--- src/core/mts_pkg.sv ---
// Shared constants for the multiplier transfer stall control.
// Assumes one core clock; no software-visible registers.
package mts_pkg;
    // Instruction class presented with the operation-stage valid
    localparam logic [1:0] KIND_OTHER = 2'h0;
    localparam logic [1:0] KIND_STS_REG = 2'h1;
    localparam logic [1:0] KIND_STS_MEM = 2'h2;
    localparam logic [1:0] KIND_LDS_REG = 2'h3;
    // Multiplier busy cycles after a word multiply-accumulate's final access
    localparam int MM_WORD_CYCLES = 2;
    localparam int MAC_WIDTH = 32;
endpackage

--- src/core/mts_busy_if.sv ---
// Link between the stall controller and its multiplier busy counter.
// Assumes both ends run on the core clock.
`timescale 1ns/100ps
`default_nettype none
interface mts_busy_if;
    logic start;
    logic busy;
    modport ctrl (output start, input busy);
    modport cnt (input start, output busy);
endinterface
`default_nettype wire

--- src/core/mts_busy_cnt.sv ---
// Multiplier busy tracker: counts the multiplier's compute cycles.
// Assumes start pulses at the end of the issuing instruction's last access.
`timescale 1ns/100ps
`default_nettype none
module mts_busy_cnt #(
    parameter int CYCLES = mts_pkg::MM_WORD_CYCLES
) (
    // Clock and reset
    input wire logic core_clk,
    input wire logic rst_n,
    input wire logic clk_en,
    // Controller side
    mts_busy_if.cnt bus
);
    localparam int CW = $clog2(CYCLES + 1);
    localparam logic [CW-1:0] LOAD = CW'(CYCLES);

    logic [CW-1:0] cnt_r;
    logic [CW-1:0] cnt_nxt;

    // Runs on past slot boundaries; only the count decides the end
    assign cnt_nxt = bus.start ? LOAD : (cnt_r != '0 ? cnt_r - 1'b1 : cnt_r);
    assign bus.busy = (cnt_r != '0);

    always_ff @(posedge core_clk or negedge rst_n) begin
        if (!rst_n) begin
            cnt_r <= '0;
        end else if (clk_en) begin
            cnt_r <= cnt_nxt;
        end
    end
endmodule
`default_nettype wire

--- src/core/mts_stall_ctrl.sv ---
// Stall control for multiply-accumulate register transfers that follow
// a word multiply-accumulate. Assumes decode presents one transfer at a
// time and holds the pipeline while stall is high.
`timescale 1ns/100ps
`default_nettype none
// Functional notes
// - Register-destination store gets an extra access stage that reads the multiplier.
// - That stage waits while the multiplier is busy; the access itself is one slot.
// - That stage competes with instruction fetch for the bus.
// - Store to memory gains an access stage reading multiplier and writing memory.
// - Register-source load gets an extra access stage reaching the multiplier.
// - Load access stage extends until the multiplier finishes; one slot.
// - Load access stage competes with fetch for the bus.
// - Access and fetch collisions split the slot; accesses go one after another.
// - Multiplier busy runs on after the last access, regardless of slots.
module mts_stall_ctrl #(
    parameter int MULTIPLY_ACCUMULATE_WORD_INSTR = mts_pkg::MAC_WIDTH,
    parameter int MM_CYCLES = mts_pkg::MM_WORD_CYCLES
) (
    // Clock, reset, enable
    input wire logic core_clk,
    input wire logic rst_n,
    input wire logic clk_en,
    // Operation stage
    input wire logic ex_valid,
    input wire logic [1:0] ex_kind,
    input wire logic mac_ma_last,
    // Data sources
    input wire logic [MULTIPLY_ACCUMULATE_WORD_INSTR-1:0] mac_value,
    input wire logic [MULTIPLY_ACCUMULATE_WORD_INSTR-1:0] gpr_rdata,
    // Fetch arbitration
    input wire logic fetch_req,
    output logic fetch_grant_r,
    // Pipeline and multiplier
    output logic stall_r,
    output logic mul_busy_r,
    output logic mul_acc_r,
    output logic mac_load_r,
    output logic [MULTIPLY_ACCUMULATE_WORD_INSTR-1:0] mac_ld_data_r,
    // Memory write
    output logic mem_wr_r,
    output logic [MULTIPLY_ACCUMULATE_WORD_INSTR-1:0] mem_wdata_r,
    // Register write-back
    output logic gpr_we_r,
    output logic [MULTIPLY_ACCUMULATE_WORD_INSTR-1:0] gpr_wdata_r
);
    typedef enum logic [1:0] {ST_IDLE, ST_MA, ST_WB} mts_state_type;

    mts_state_type state_r;
    mts_state_type state_nxt;
    logic [1:0] kind_r;
    logic [MULTIPLY_ACCUMULATE_WORD_INSTR-1:0] hold_r;

    mts_busy_if bus ();

    mts_busy_cnt #(.CYCLES(MM_CYCLES)) u_busy (
        .core_clk(core_clk),
        .rst_n(rst_n),
        .clk_en(clk_en),
        .bus(bus)
    );

    assign bus.start = mac_ma_last;

    wire is_xfer = ex_valid && (ex_kind != mts_pkg::KIND_OTHER);
    wire take = (state_r == ST_IDLE) && is_xfer;
    wire in_ma = (state_r == ST_MA);
    // Access fires only once the multiplier is idle
    wire acc_go = in_ma && !bus.busy;
    wire is_sts_reg = (kind_r == mts_pkg::KIND_STS_REG);
    wire is_sts_mem = (kind_r == mts_pkg::KIND_STS_MEM);
    wire is_lds_reg = (kind_r == mts_pkg::KIND_LDS_REG);

    // Access takes the bus first; fetch goes in the next cycle
    wire fetch_grant_nxt = fetch_req && !acc_go;
    wire stall_nxt = in_ma || (state_r == ST_WB) || take;
    wire mul_acc_nxt = acc_go;
    wire mem_wr_nxt = acc_go && is_sts_mem;
    wire mac_load_nxt = acc_go && is_lds_reg;
    wire gpr_we_nxt = (state_r == ST_WB);

    always_comb begin
        state_nxt = state_r;
        unique case (state_r)
            ST_IDLE: begin
                if (is_xfer) begin
                    state_nxt = ST_MA;
                end
            end
            ST_MA: begin
                if (acc_go) begin
                    state_nxt = is_sts_reg ? ST_WB : ST_IDLE;
                end
            end
            ST_WB: begin
                state_nxt = ST_IDLE;
            end
        endcase
    end

    always_ff @(posedge core_clk or negedge rst_n) begin
        if (!rst_n) begin
            state_r <= ST_IDLE;
            kind_r <= mts_pkg::KIND_OTHER;
            hold_r <= '0;
        end else if (clk_en) begin
            state_r <= state_nxt;
            if (take) begin
                kind_r <= ex_kind;
            end
            if (acc_go) begin
                hold_r <= mac_value;
            end
        end
    end

    always_ff @(posedge core_clk or negedge rst_n) begin
        if (!rst_n) begin
            fetch_grant_r <= 1'b0;
            stall_r <= 1'b0;
            mul_busy_r <= 1'b0;
            mul_acc_r <= 1'b0;
            mac_load_r <= 1'b0;
            mem_wr_r <= 1'b0;
            gpr_we_r <= 1'b0;
        end else if (clk_en) begin
            fetch_grant_r <= fetch_grant_nxt;
            stall_r <= stall_nxt;
            mul_busy_r <= bus.busy;
            mul_acc_r <= mul_acc_nxt;
            mac_load_r <= mac_load_nxt;
            mem_wr_r <= mem_wr_nxt;
            gpr_we_r <= gpr_we_nxt;
        end
    end

    // Data registers need no reset; their strobes qualify them
    always_ff @(posedge core_clk) begin
        if (clk_en) begin
            if (mac_load_nxt) begin
                mac_ld_data_r <= gpr_rdata;
            end
            if (mem_wr_nxt) begin
                mem_wdata_r <= mac_value;
            end
            if (gpr_we_nxt) begin
                gpr_wdata_r <= hold_r;
            end
        end
    end
endmodule
`default_nettype wire

--- config.mk ---
export PLATFORM = sky130hd
export DESIGN_NAME = mts_stall_ctrl
export DESIGN_NICKNAME = d
export VERILOG_FILES = /design/src/core/mts_pkg.sv /design/src/core/mts_busy_if.sv /design/src/core/mts_busy_cnt.sv /design/src/core/mts_stall_ctrl.sv
export SDC_FILE = /design/constraint.sdc
export NUM_CORES = 1
export LEC_CHECK = 0
export BUFFER_PORTS_ARGS = -buffer_cell sky130_fd_sc_hd__buf_2
export CAP_MARGIN = 20
export CELL_PAD_IN_SITES_DETAIL_PLACEMENT = 0
export CELL_PAD_IN_SITES_GLOBAL_PLACEMENT = 2
export CORE_ASPECT_RATIO = 0.75
export CORE_MARGIN = 2
export CORE_UTILIZATION = 28
export CTS_CLUSTER_DIAMETER = 80
export CTS_CLUSTER_SIZE = 30
export DETAILED_ROUTE_END_ITERATION = 6
export GPL_TIMING_DRIVEN = 0
export PLACE_DENSITY = 0.63
export SLEW_MARGIN = 10
export SYNTH_ARGS = -nofsm -noshare
export SYNTH_HDL_FRONTEND = slang
export SYNTH_SLANG_ARGS = --single-unit
--- constraint.sdc ---
create_clock -name core_clk -period 4.2 [get_ports core_clk]
set_input_delay 0.21 -clock core_clk [delete_from_list [all_inputs] [get_ports core_clk]]
set_output_delay 0.21 -clock core_clk [all_outputs]
set_load 0.02 [all_outputs]
==> impl_metrics.csv, run 1 <==
group,metric,value,unit
finish,seqCellArea,4010,um^2
flow_run,maxCapViolations,0,
setup_path,r2r_setup_slack,1.74,ns
drt,drt-initial-drc-count,177,
sta,drv_slew,0,
logic_synthesis,synth_edf_count,96,
finish,drive_gt1_share,49.9,%
power,max-vdd-ir-drop,0.225,mV
placed_design,gp_congestion,0.676,
global_routing,track_usage,12.2,%
logic_synthesis,synth_cell_type_count,25,
setup_path,cpMostUsedCell,"buf_6",
cts,cts_tree,"yes",
logic_synthesis,synth_area,4840,um^2
logic_synthesis,netlist.area_leader.share,59.6,%
setup_path,startpoint_type,"flop",
drt,drc,0,
finish,finalNonFillerCells,712,
global_routing,antenna_found_initial,0,
setup_path,r2r-start,"state_r[1]$_DFFE_PN0P_",
logic_synthesis,synthFlopType,"edfxtp_1",
floorplanning,row_count,41,
cts,clkTransAtPathRegs,0.06,ns
sta,period_minus_slack,2.46,ns
placed_design,portBuffers,173,
sta,max-slew-margin-rel,50.6,%
sta,fin_skew,0.00545,ns
drt,finalWirelength,10800,um
logic_synthesis,ys_ff_latch,141,
drt,ant_nets,0,
finish,num_antenna_cells,0,
global_routing,grt.overflow.total,0,
power,cellLeakagePower,3.11,nW
cts,cts_max_level,4,
placed_design,dp_hpwl,7480,um
logic_synthesis,yosys-top-cells-count,"edfxtp_1 (96), dfrtp_1 (45), mux2_4 (27), nand2_1 (8), mux2_2 (6)",
logic_synthesis,ys_seq_area_share,82.9,%
finish,n_fill_cell,1520,
cts,post_cts_buffers,0,
cts,clock_latency,0.42,ns
sta,setup_viol,0,
worst_hold_path,hp-class,"primary input to flop",
setup_path,reg2regPathDepth,8,
drt,via_count,2890,
sta,rsz0062_at_grt,"false",
drt,wire_per_inst,15.2,um
logic_synthesis,syn_nets,300,
floorplanning,die_h,118,um
sta,worstMarginPinSlew,0.741,ns
worst_hold_path,min_to,"fetch_grant_r$_DFFE_PN0P_",
logic_synthesis,async_reset_ff_share,31.9,%
cts,cts-resized-gates,0,
sta,timing.fmax,407,MHz
power,powerDensity,552,nW/um^2
cts,cts_sinks,141,
global_routing,grt_start_max_net_pins,34,
floorplanning,fp.dieW,156,um
finish,area_delta_synth_final,51.4,%
worst_hold_path,min_from,"fetch_req",
cts,root_buffer,"clkbuf_16",
sta,hold_violations,0,
drt,drt-vias-per-instance,4.06,
setup_path,cp.arrival,2.58,ns
logic_synthesis,synth_top_area_cell,"edfxtp_1",
floorplanning,initial_core_util,28.7,%
finish,multi_input_area,743,um^2
global_routing,grt_pass1_wl,16900,um
setup_path,crit_slowest_cell,"nor2_4",
logic_synthesis,syn-instance-count,223,
worst_hold_path,hold_depth,3,
placed_design,dp_cells,614,
setup_path,setup.worst_path.end_class,"flop",
setup_path,cp.required,4.32,ns
logic_synthesis,synth_area_leaders,"edfxtp_1 (60%), dfrtp_1 (23%), mux2_4 (8.4%)",
cts,numCtsBuffers,17,
finish,design_area,7330,um^2
sta,finalCritPeriodShare,58.5,%
logic_synthesis,synth_most_common_cell,"edfxtp_1",
cts,cts_hold_buf,66,
setup_path,startpoint,"state_r[1]$_DFFE_PN0P_",
floorplanning,io_pins,175,
setup_path,crit_chain,"inv_1 -> ha_1 -> and3_4 -> buf_6 -> buf_6 -> nand2_1 -> nor2_4 -> buf_16",
global_routing,first_global_vias,3158,
cts,cts_buffer_depth,2,
logic_synthesis,yosysWarnings,0,
drt,drt-pass1-iter-count,4,
placed_design,dpl_cell_area,6060,um^2
status,status,"finished clean",
setup_path,critPathMaxStageDelay,0.49,ns
sta,tns,0,ns
setup_path,crit_fanout,17,
setup_path,criticalPathCategory,"flop to flop",
logic_synthesis,avgSynthCellArea,21.7,um^2
setup_path,regToRegEndpoint,"mem_wdata_r[15]$_DFFE_PP_",
floorplanning,core_area,16900,um^2
floorplanning,dieArea,18400,um^2
finish,nNetsFinal,561,
[kinds of logic after synthesis]
kind of cell,count (synthesis),synth area share [%]
DFF,141,82.9
muxes,35,10.2
buffers and inverters,11,1.99
AOI/OAI and AO/OA,13,1.84
and+or+nand+nor,18,1.84
adders and majority gates,5,1.29
[layout make-up]
type	instances	share of cell area, %
buffer	5	1.01
clock buffer	17	5.81
clock inverter	15	2.49
inverter	6	0.307
multi-input combinational	71	10.1
sequential	141	54.7
tap	215	3.67
timing repair buffer	242	21.9
[report_power, final]
part | internal [W] | switching, W
combinational | 0.000368 | 0.000267
sequential | 0.00176 | 0.000108
clock | 0.000943 | 0.000596
[stage by stage]
| stage | setup WS, ns | hold WS, ns | utilization (%) | total power (W) |
|---|---|---|---|---|
| after CTS | 1.67 | 0.0394 | 43.4 | 0.00411 |
| final | 1.74 | 0.0506 | 43.4 | 0.00405 |
| after global routing | 1.59 | 0.0597 | 43.4 | 0.00424 |
| after floorplan | 1.26 | -0.0856 | - | 0.00230 |
| after detailed placement | 1.72 | 0.218 | 35.9 | 0.00249 |
| after global placement | 0.00408 | 0.387 | 35.4 | 0.00246 |
[layer usage]
metal | track usage [%] | wire length (um) | vias to the layer above
met2 | 18.5 | 5050 | 94
met1 | 15.9 | 4960 | 1408
li1 | - | - | 1370
met5 | 0 | 0 | -
met3 | 3.98 | 585 | 18
met4 | 5.62 | 224 | 0
[sequential cells by signal, indices dropped and copies added (netlist names)]
register,count
gpr_wdata_r,32
hold_r,32
mac_ld_data_r,32
mem_wdata_r,32
kind_r,2
state_r,2
u_busy.cnt_r,2
fetch_grant_r,1
gpr_we_r,1
mac_load_r,1
mem_wr_r,1
mul_acc_r,1
mul_busy_r,1
stall_r,1
[worst max-delay path by stage]
| stage | to | slack (ns) |
|---|---|---|
| floorplan | mem_wdata_r[0]$_DFFE_PP_ | 1.26 |
| global placement | mem_wdata_r[10]$_DFFE_PP_ | 0.004 |
| detailed placement | mem_wdata_r[10]$_DFFE_PP_ | 1.72 |
| CTS | mem_wdata_r[1]$_DFFE_PP_ | 1.67 |
| global route | mem_wdata_r[15]$_DFFE_PP_ | 1.59 |
| finish | mem_wdata_r[15]$_DFFE_PP_ | 1.74 |
[cells in the final DEF, fill, tap and decap left out, types with 3 or more instances in the layout]
cell           count
buf_2            173
edfxtp_1          96
dlygate4sd3_1     66
dfrtp_1           45
mux2_4            27
clkbuf_16         17
nand2_1            8
mux2_2             6
inv_1              5
ha_1               5
inv_6              5
buf_6              3
o21ai_0            3
clkinv_1           3
buf_12             3
a21o_1             3
bufinv_16          3
[worst max-delay path: cells and delay by family (launching register included)]
kind	cells	cell delay [ns]
buf+inv	4	0.74
simple gates	3	0.81
flops	1	0.39
fa+ha+maj	1	0.21
Note: power is estimated with default switching activity, not from simulation.
==> run 2, diff against run 1 <==
--- a/config.mk
+++ b/config.mk
@@ -5,6 +5,7 @@
 export SDC_FILE = /design/constraint.sdc
 export NUM_CORES = 1
 export LEC_CHECK = 0
+export ABC_AREA = 1
 export BUFFER_PORTS_ARGS = -buffer_cell sky130_fd_sc_hd__buf_2
 export CAP_MARGIN = 20
 export CELL_PAD_IN_SITES_DETAIL_PLACEMENT = 0
@@ -16,7 +17,7 @@
 export CTS_CLUSTER_SIZE = 30
 export DETAILED_ROUTE_END_ITERATION = 6
 export GPL_TIMING_DRIVEN = 0
-export PLACE_DENSITY = 0.63
+export PLACE_DENSITY = 0.66
 export SLEW_MARGIN = 10
 export SYNTH_ARGS = -nofsm -noshare
 export SYNTH_HDL_FRONTEND = slang
==> constraint.sdc (replaced) <==
create_clock -name core_clk -period 2.4 [get_ports core_clk]
set_input_delay 0.12 -clock core_clk [delete_from_list [all_inputs] [get_ports core_clk]]
set_output_delay 0.12 -clock core_clk [all_outputs]
set_load 0.02 [all_outputs]
==> impl_metrics.csv, run 2 <==
group,metric,value,unit
logic_synthesis,async_reset_ff_share,31.9,%
floorplanning,dieArea,18400,um^2
drt,drt-initial-drc-count,103,
drt,via_count,3261,
logic_synthesis,synthFlopType,"edfxtp_1",
setup_path,crit_fanout,32,
floorplanning,initial_core_util,28.8,%
drt,drt-pass1-iter-count,4,
logic_synthesis,synth_edf_count,96,
setup_path,cp.arrival,2.22,ns
power,powerDensity,963,nW/um^2
power,p_comb_share,17.2,%
global_routing,grt.overflow.total,0,
logic_synthesis,synth_top_area_cell,"edfxtp_1",
global_routing,antenna_found_initial,0,
logic_synthesis,ys_seq_area_share,82.6,%
drt,drt-vias-per-instance,4.08,
finish,num_antenna_cells,0,
logic_synthesis,yosysWarnings,0,
flow_run,maxCapViolations,0,
finish,drive_gt1_share,39.5,%
finish,area_delta_synth_final,50.8,%
sta,max-slew-margin-rel,41.3,%
drt,finalWirelength,11500,um
cts,cts_max_level,4,
floorplanning,die_h,118,um
placed_design,pre_cts_slack,0.166,ns
sta,hold_violations,0,
drt,ant_nets,0,
drt,wire_per_inst,14.4,um
global_routing,grt_pass1_wl,17600,um
power,max-vdd-ir-drop,0.490,mV
power,cellLeakagePower,3.26,nW
setup_path,criticalPathCategory,"flop to flop",
global_routing,first_global_vias,3320,
finish,multi_input_area,623,um^2
power,pwr-share-seq,46.8,%
finish,final_cell_mix,"buf_2 (173), edfxtp_1 (96), dlygate4sd3_1 (69)",
sta,drv_slew,0,
cts,cts_sinks,141,
sta,rsz0062_at_grt,"false",
finish,design_area,7320,um^2
global_routing,track_usage,12.8,%
finish,layout_commonest_cell,"buf_2",
logic_synthesis,synth_cell_type_count,19,
sta,setup_viol,0,
setup_path,reg2regPathDepth,4,
finish,n_fill_cell,1568,
cts,cts_tree,"yes",
power,switching_share,27.4,%
logic_synthesis,synth_area,4860,um^2
floorplanning,core_area,16900,um^2
setup_path,setup.worst_path.end_class,"flop",
cts,clkTransAtPathRegs,0.06,ns
sta,setup_ws,0.220,ns
setup_path,startpoint_type,"flop",
power,p_clk_share,36.0,%
cts,clock_latency,0.41,ns
logic_synthesis,synth_most_common_cell,"edfxtp_1",
sta,period_minus_slack,2.18,ns
placed_design,dp_hpwl,7840,um
finish,final_core_util,43.4,%
logic_synthesis,syn-instance-count,309,
sta,timing.fmax,459,MHz
finish,seqCellArea,4010,um^2
logic_synthesis,avgSynthCellArea,15.7,um^2
worst_hold_path,hold_depth,4,
logic_synthesis,yosys-top-cells-count,"edfxtp_1 (96), nand2_1 (56), dfrtp_1 (45), inv_1 (43), o21ai_0 (18)",
floorplanning,fp.dieW,156,um
cts,numCtsBuffers,17,
floorplanning,row_count,41,
global_routing,grt_start_max_net_pins,33,
sta,worstMarginPinSlew,0.878,ns
cts,root_buffer,"clkbuf_16",
logic_synthesis,netlist.area_leader.share,59.4,%
power,netSwitchingPower,0.00193,W
cts,cts_buffer_depth,2,
sta,fin_skew,0.00664,ns
worst_hold_path,hp-class,"primary input to flop",
drt,drc,0,
logic_synthesis,synth_area_leaders,"edfxtp_1 (59%), dfrtp_1 (23%), nand2_1 (4.3%)",
power,power.internal,0.00512,W
placed_design,gp_congestion,0.752,
setup_path,cp.required,2.44,ns
placed_design,portBuffers,173,
logic_synthesis,ys_ff_latch,141,
sta,finalCritPeriodShare,90.8,%
status,status,"finished clean",
logic_synthesis,syn_nets,386,
setup_path,r2r_setup_slack,0.22,ns
placed_design,dpl_cell_area,6050,um^2
floorplanning,io_pins,175,
finish,nNetsFinal,649,
==> run 2: logic make-up (layout without fill, tap and decap cells) <==
logic type                 Yosys count  in the layout  synth area share [%]
DFF                                141            141                  82.6
adders and majority gates            5              5                  1.29
buffers and inverters               52            328                  4.97
and+or+nand+nor                     71             71                  6.06
AOI/OAI and AO/OA                   40             40                  5.13
==> run 2: power by group through the flow <==
stage | clock network [W] | registers [W] | logic (W)
2_1_floorplan | 0 | 0.00346 | 0.000595
3_3_place_gp | 0 | 0.00334 | 0.00110
3_5_place_dp | 0 | 0.00335 | 0.00114
4_1_cts | 0.00259 | 0.00331 | 0.00124
5_1_grt | 0.00269 | 0.00336 | 0.00138
6_report | 0.00254 | 0.00330 | 0.00121
==> run 2: routing by layer <==
layer	share of wire, %	GRT usage (%)	vias up
met5	0	0	-
met4	1.9	5.85	0
met3	4.9	4.31	15
met2	48	20.1	88
met1	45	16.0	1582
li1	-	-	1576
==> run 2: layout make-up <==
class	count	area share, %
repair buffers	244	21.9
inverters	44	2.26
multi-input cells	116	8.51
flip-flops and latches	141	54.8
plain buffers	8	1.04
well taps	215	3.67
clock buffers	18	5.86
clock inverters	14	1.98
==> run 2: repair_timing <==
| action | 4_1_cts | 5_1_grt |
|---|---|---|
| setup endpoints to repair | 0 | 32 |
| hold buffers | 69 | 0 |
| endpoints found under the hold margin | 118 | 0 |
| setup buffers | 0 | 0 |
| resized for setup | 0 | 1 |
==> run 2: worst max-delay path: stages (launching register included) <==
cell	delay, ns
dfrtp_1	0.35
inv_1	0.11
ha_2	0.26
nand4_1	0.29
nor2_4	0.77
==> run 2: path summary, 6_finish.rpt <==
check                                       startpoint                     endpoint
max                        u_busy.cnt_r[0]$_DFFE_PN0P_  mac_ld_data_r[20]$_DFFE_PP_
min                                        mac_ma_last  u_busy.cnt_r[0]$_DFFE_PN0P_
max reg2reg                u_busy.cnt_r[0]$_DFFE_PN0P_  mac_ld_data_r[20]$_DFFE_PP_
min reg2reg                     hold_r[14]$_DFFE_PN0P_    gpr_wdata_r[14]$_DFFE_PP_
max in group asynchronous                        rst_n         gpr_we_r$_DFFE_PN0P_
min in group asynchronous                        rst_n       hold_r[11]$_DFFE_PN0P_
==> run 2: metrics by stage <==
step | power, W | TNS [ns] | std cells | hold WS [ns]
6_report | 0.00705 | 0 | 800 | 0.0268
5_1_grt | 0.00743 | 0 | 800 | 0.0545
4_1_cts | 0.00714 | 0 | 800 | 0.0103
3_5_place_dp | 0.00449 | 0 | 699 | 0.126
3_3_place_gp | 0.00444 | -69.47 | 697 | 0.298
2_1_floorplan | 0.00406 | -13.73 | 309 | -0.176
==> run 3, diff against run 2 <==
--- a/config.mk
+++ b/config.mk
@@ -5,7 +5,6 @@
 export SDC_FILE = /design/constraint.sdc
 export NUM_CORES = 1
 export LEC_CHECK = 0
-export ABC_AREA = 1
 export BUFFER_PORTS_ARGS = -buffer_cell sky130_fd_sc_hd__buf_2
 export CAP_MARGIN = 20
 export CELL_PAD_IN_SITES_DETAIL_PLACEMENT = 0
@@ -17,7 +16,7 @@
 export CTS_CLUSTER_SIZE = 30
 export DETAILED_ROUTE_END_ITERATION = 6
 export GPL_TIMING_DRIVEN = 0
-export PLACE_DENSITY = 0.66
+export PLACE_DENSITY = 0.63
 export SLEW_MARGIN = 10
 export SYNTH_ARGS = -nofsm -noshare
 export SYNTH_HDL_FRONTEND = slang
==> impl_metrics.csv, run 3 (synthesis gave the netlist of run 1 again) <==
group,metric,value,unit
drt,drc,0,
placed_design,dpl_cell_area,6030,um^2
setup_path,cp.arrival,2.15,ns
floorplanning,fp.dieW,156,um
setup_path,r2r-start,"state_r[1]$_DFFE_PN0P_",
power,p_clk_share,38.4,%
power,p_comb_share,15.5,%
placed_design,portBuffers,173,
drt,drt-vias-per-instance,4.08,
finish,final_cell_mix,"buf_2 (173), edfxtp_1 (96), dlygate4sd3_1 (69)",
finish,layout_commonest_cell,"buf_2",
sta,setup_viol,0,
sta,whs,0.0355,ns
sta,fin_skew,0.00678,ns
drt,wire_per_inst,15.3,um
cts,clkTransAtPathRegs,0.06,ns
finish,nNetsFinal,566,
power,power.internal,0.00542,W
worst_hold_path,min_to,"kind_r[0]$_DFFE_PN0P_",
drt,drt-initial-drc-count,113,
worst_hold_path,hold_depth,3,
setup_path,cp_top_family,"simple AND/OR/NAND/NOR gates",
floorplanning,row_count,41,
global_routing,track_usage,12.5,%
finish,n_fill_cell,1521,
setup_path,regToRegEndpoint,"mac_ld_data_r[16]$_DFFE_PP_",
drt,via_count,2922,
drt,drt-pass1-iter-count,4,
cts,cts_sinks,141,
sta,tns,0,ns
cts,cts_buffer_depth,2,
sta,finalCritPeriodShare,87.5,%
sta,rsz0062_at_grt,"false",
sta,hold_violations,0,
sta,worstMarginPinSlew,0.738,ns
setup_path,critPathMaxStageDelay,0.69,ns
placed_design,gp_congestion,0.689,
sta,drv_slew,0,
floorplanning,core_area,16900,um^2
flow_run,maxCapViolations,0,
cts,root_buffer,"clkbuf_16",
power,powerDensity,965,nW/um^2
sta,max-slew-margin-rel,50.8,%
setup_path,setup.worst_path.end_class,"flop",
power,max-vdd-ir-drop,0.392,mV
setup_path,crit_chain,"inv_1 -> ha_1 -> and3_4 -> buf_6 -> and3_2",
power,cellLeakagePower,3.14,nW
cts,numCtsBuffers,17,
floorplanning,io_pins,175,
global_routing,first_global_vias,3164,
setup_path,cp.required,2.45,ns
power,finalPower,0.00714,W
finish,design_area,7390,um^2
finish,drive_gt1_share,50.2,%
power,switching_share,24.0,%
sta,timing.fmax,476,MHz
placed_design,dp_hpwl,7050,um
cts,cts_tree,"yes",
worst_hold_path,min_from,"ex_valid",
setup_path,cp_num_buf_inv,2,
global_routing,grt_pass1_wl,17100,um
finish,area_delta_synth_final,52.8,%
setup_path,r2r_setup_slack,0.30,ns
cts,clock_latency,0.42,ns
setup_path,crit_fanout,33,
status,status,"finished clean",
worst_hold_path,hp-class,"primary input to flop",
setup_path,criticalPathCategory,"flop to flop",
drt,finalWirelength,10900,um
global_routing,grt.overflow.total,0,
global_routing,antenna_found_initial,0,
sta,period_minus_slack,2.10,ns
floorplanning,dieArea,18400,um^2
global_routing,grt_start_max_net_pins,34,
floorplanning,initial_core_util,28.7,%
cts,cts_max_level,4,
floorplanning,die_h,118,um
power,netSwitchingPower,0.00172,W
setup_path,startpoint_type,"flop",
finish,num_antenna_cells,0,
power,pwr-share-seq,46.1,%
setup_path,crit_slowest_cell,"and3_2",
drt,ant_nets,0,
setup_path,reg2regPathDepth,5,
## run 3: changes by cell type in the layout (fill, tap and decap cells not counted), moves of 3 or more
cell,before,now
nand2_1,56,8
inv_1,42,5
mux2_4,0,27
o21ai_0,18,3
o21ai_2,13,0
o21ai_1,8,0
mux2_2,0,6
nand3_1,5,0
buf_12,1,5
inv_6,1,5
a21o_1,0,3
buf_6,6,3
## run 3: layer usage
| metal | track usage (%) | vias up | wire [um] |
|---|---|---|---|
| li1 | - | 1376 | - |
| met4 | 4.59 | 0 | 159 |
| met5 | 0 | - | 0 |
| met2 | 19.9 | 89 | 5290 |
| met1 | 15.5 | 1444 | 4930 |
| met3 | 4.64 | 13 | 561 |
## run 3: worst reg2reg max path, delay by kind of cell (launching register included)
| kind | cells | cell delay (ns) |
|---|---|---|
| and+or+nand+nor | 2 | 0.87 |
| DFF | 1 | 0.38 |
| buffers and inverters | 2 | 0.27 |
| adders and majority gates | 1 | 0.20 |
## run 3: power groups by stage
stage	Combinational [W]	Sequential [W]	Clock, W
final	0.00111	0.00329	0.00274
after global routing	0.00121	0.00334	0.00292
after CTS	0.00111	0.00330	0.00281
after detailed placement	0.00101	0.00333	0
after global placement	0.000991	0.00331	0
after floorplan	0.000649	0.00337	0
## run 3: final cells by class
cell class / instances / area, um^2 / share of cell area (%)
multi-input cells: 72 / 754 / 10.2
clock buffers: 18 / 439 / 5.94
repair buffers: 246 / 1640 / 22.2
well taps: 215 / 269 / 3.64
flip-flops and latches: 141 / 4010 / 54.2
plain buffers: 5 / 73.8 / 0.999
inverters: 6 / 22.5 / 0.305
clock inverters: 14 / 180 / 2.44
## run 3: metrics by stage
| step | setup WS, ns | util (%) | cells |
|---|---|---|---|
| after floorplan | 0.205 | - | 223 |
| after global placement | -0.205 | 35.4 | 611 |
| after detailed placement | -0.205 | 35.7 | 613 |
| after CTS | 0.0176 | 43.6 | 715 |
| after global routing | 0.136 | 43.8 | 717 |
| final | 0.300 | 43.8 | 717 |
## run 3: worst max path at each step
stage	startpoint	endpoint	slack [ns]	cells after the start
finish	state_r[1]$_DFFE_PN0P_	mac_ld_data_r[16]$_DFFE_PP_	0.30	5
global route	state_r[1]$_DFFE_PN0P_	mac_ld_data_r[16]$_DFFE_PP_	0.14	5
CTS	state_r[1]$_DFFE_PN0P_	mem_wdata_r[12]$_DFFE_PP_	0.02	7
detailed placement	state_r[1]$_DFFE_PN0P_	mem_wdata_r[12]$_DFFE_PP_	-0.20	7
global placement	state_r[1]$_DFFE_PN0P_	mac_ld_data_r[20]$_DFFE_PP_	-0.21	5
floorplan	state_r[1]$_DFFE_PN0P_	mac_ld_data_r[0]$_DFFE_PP_	0.21	5
## run 3: timing repair
item                       CTS  global route
gates resized for setup      1             0
hold buffers                69             0
pin swaps                    0             2
gates cloned                 1             0
setup endpoints to repair   32            32
hold endpoints to repair   122             0
buffers inserted             0             2
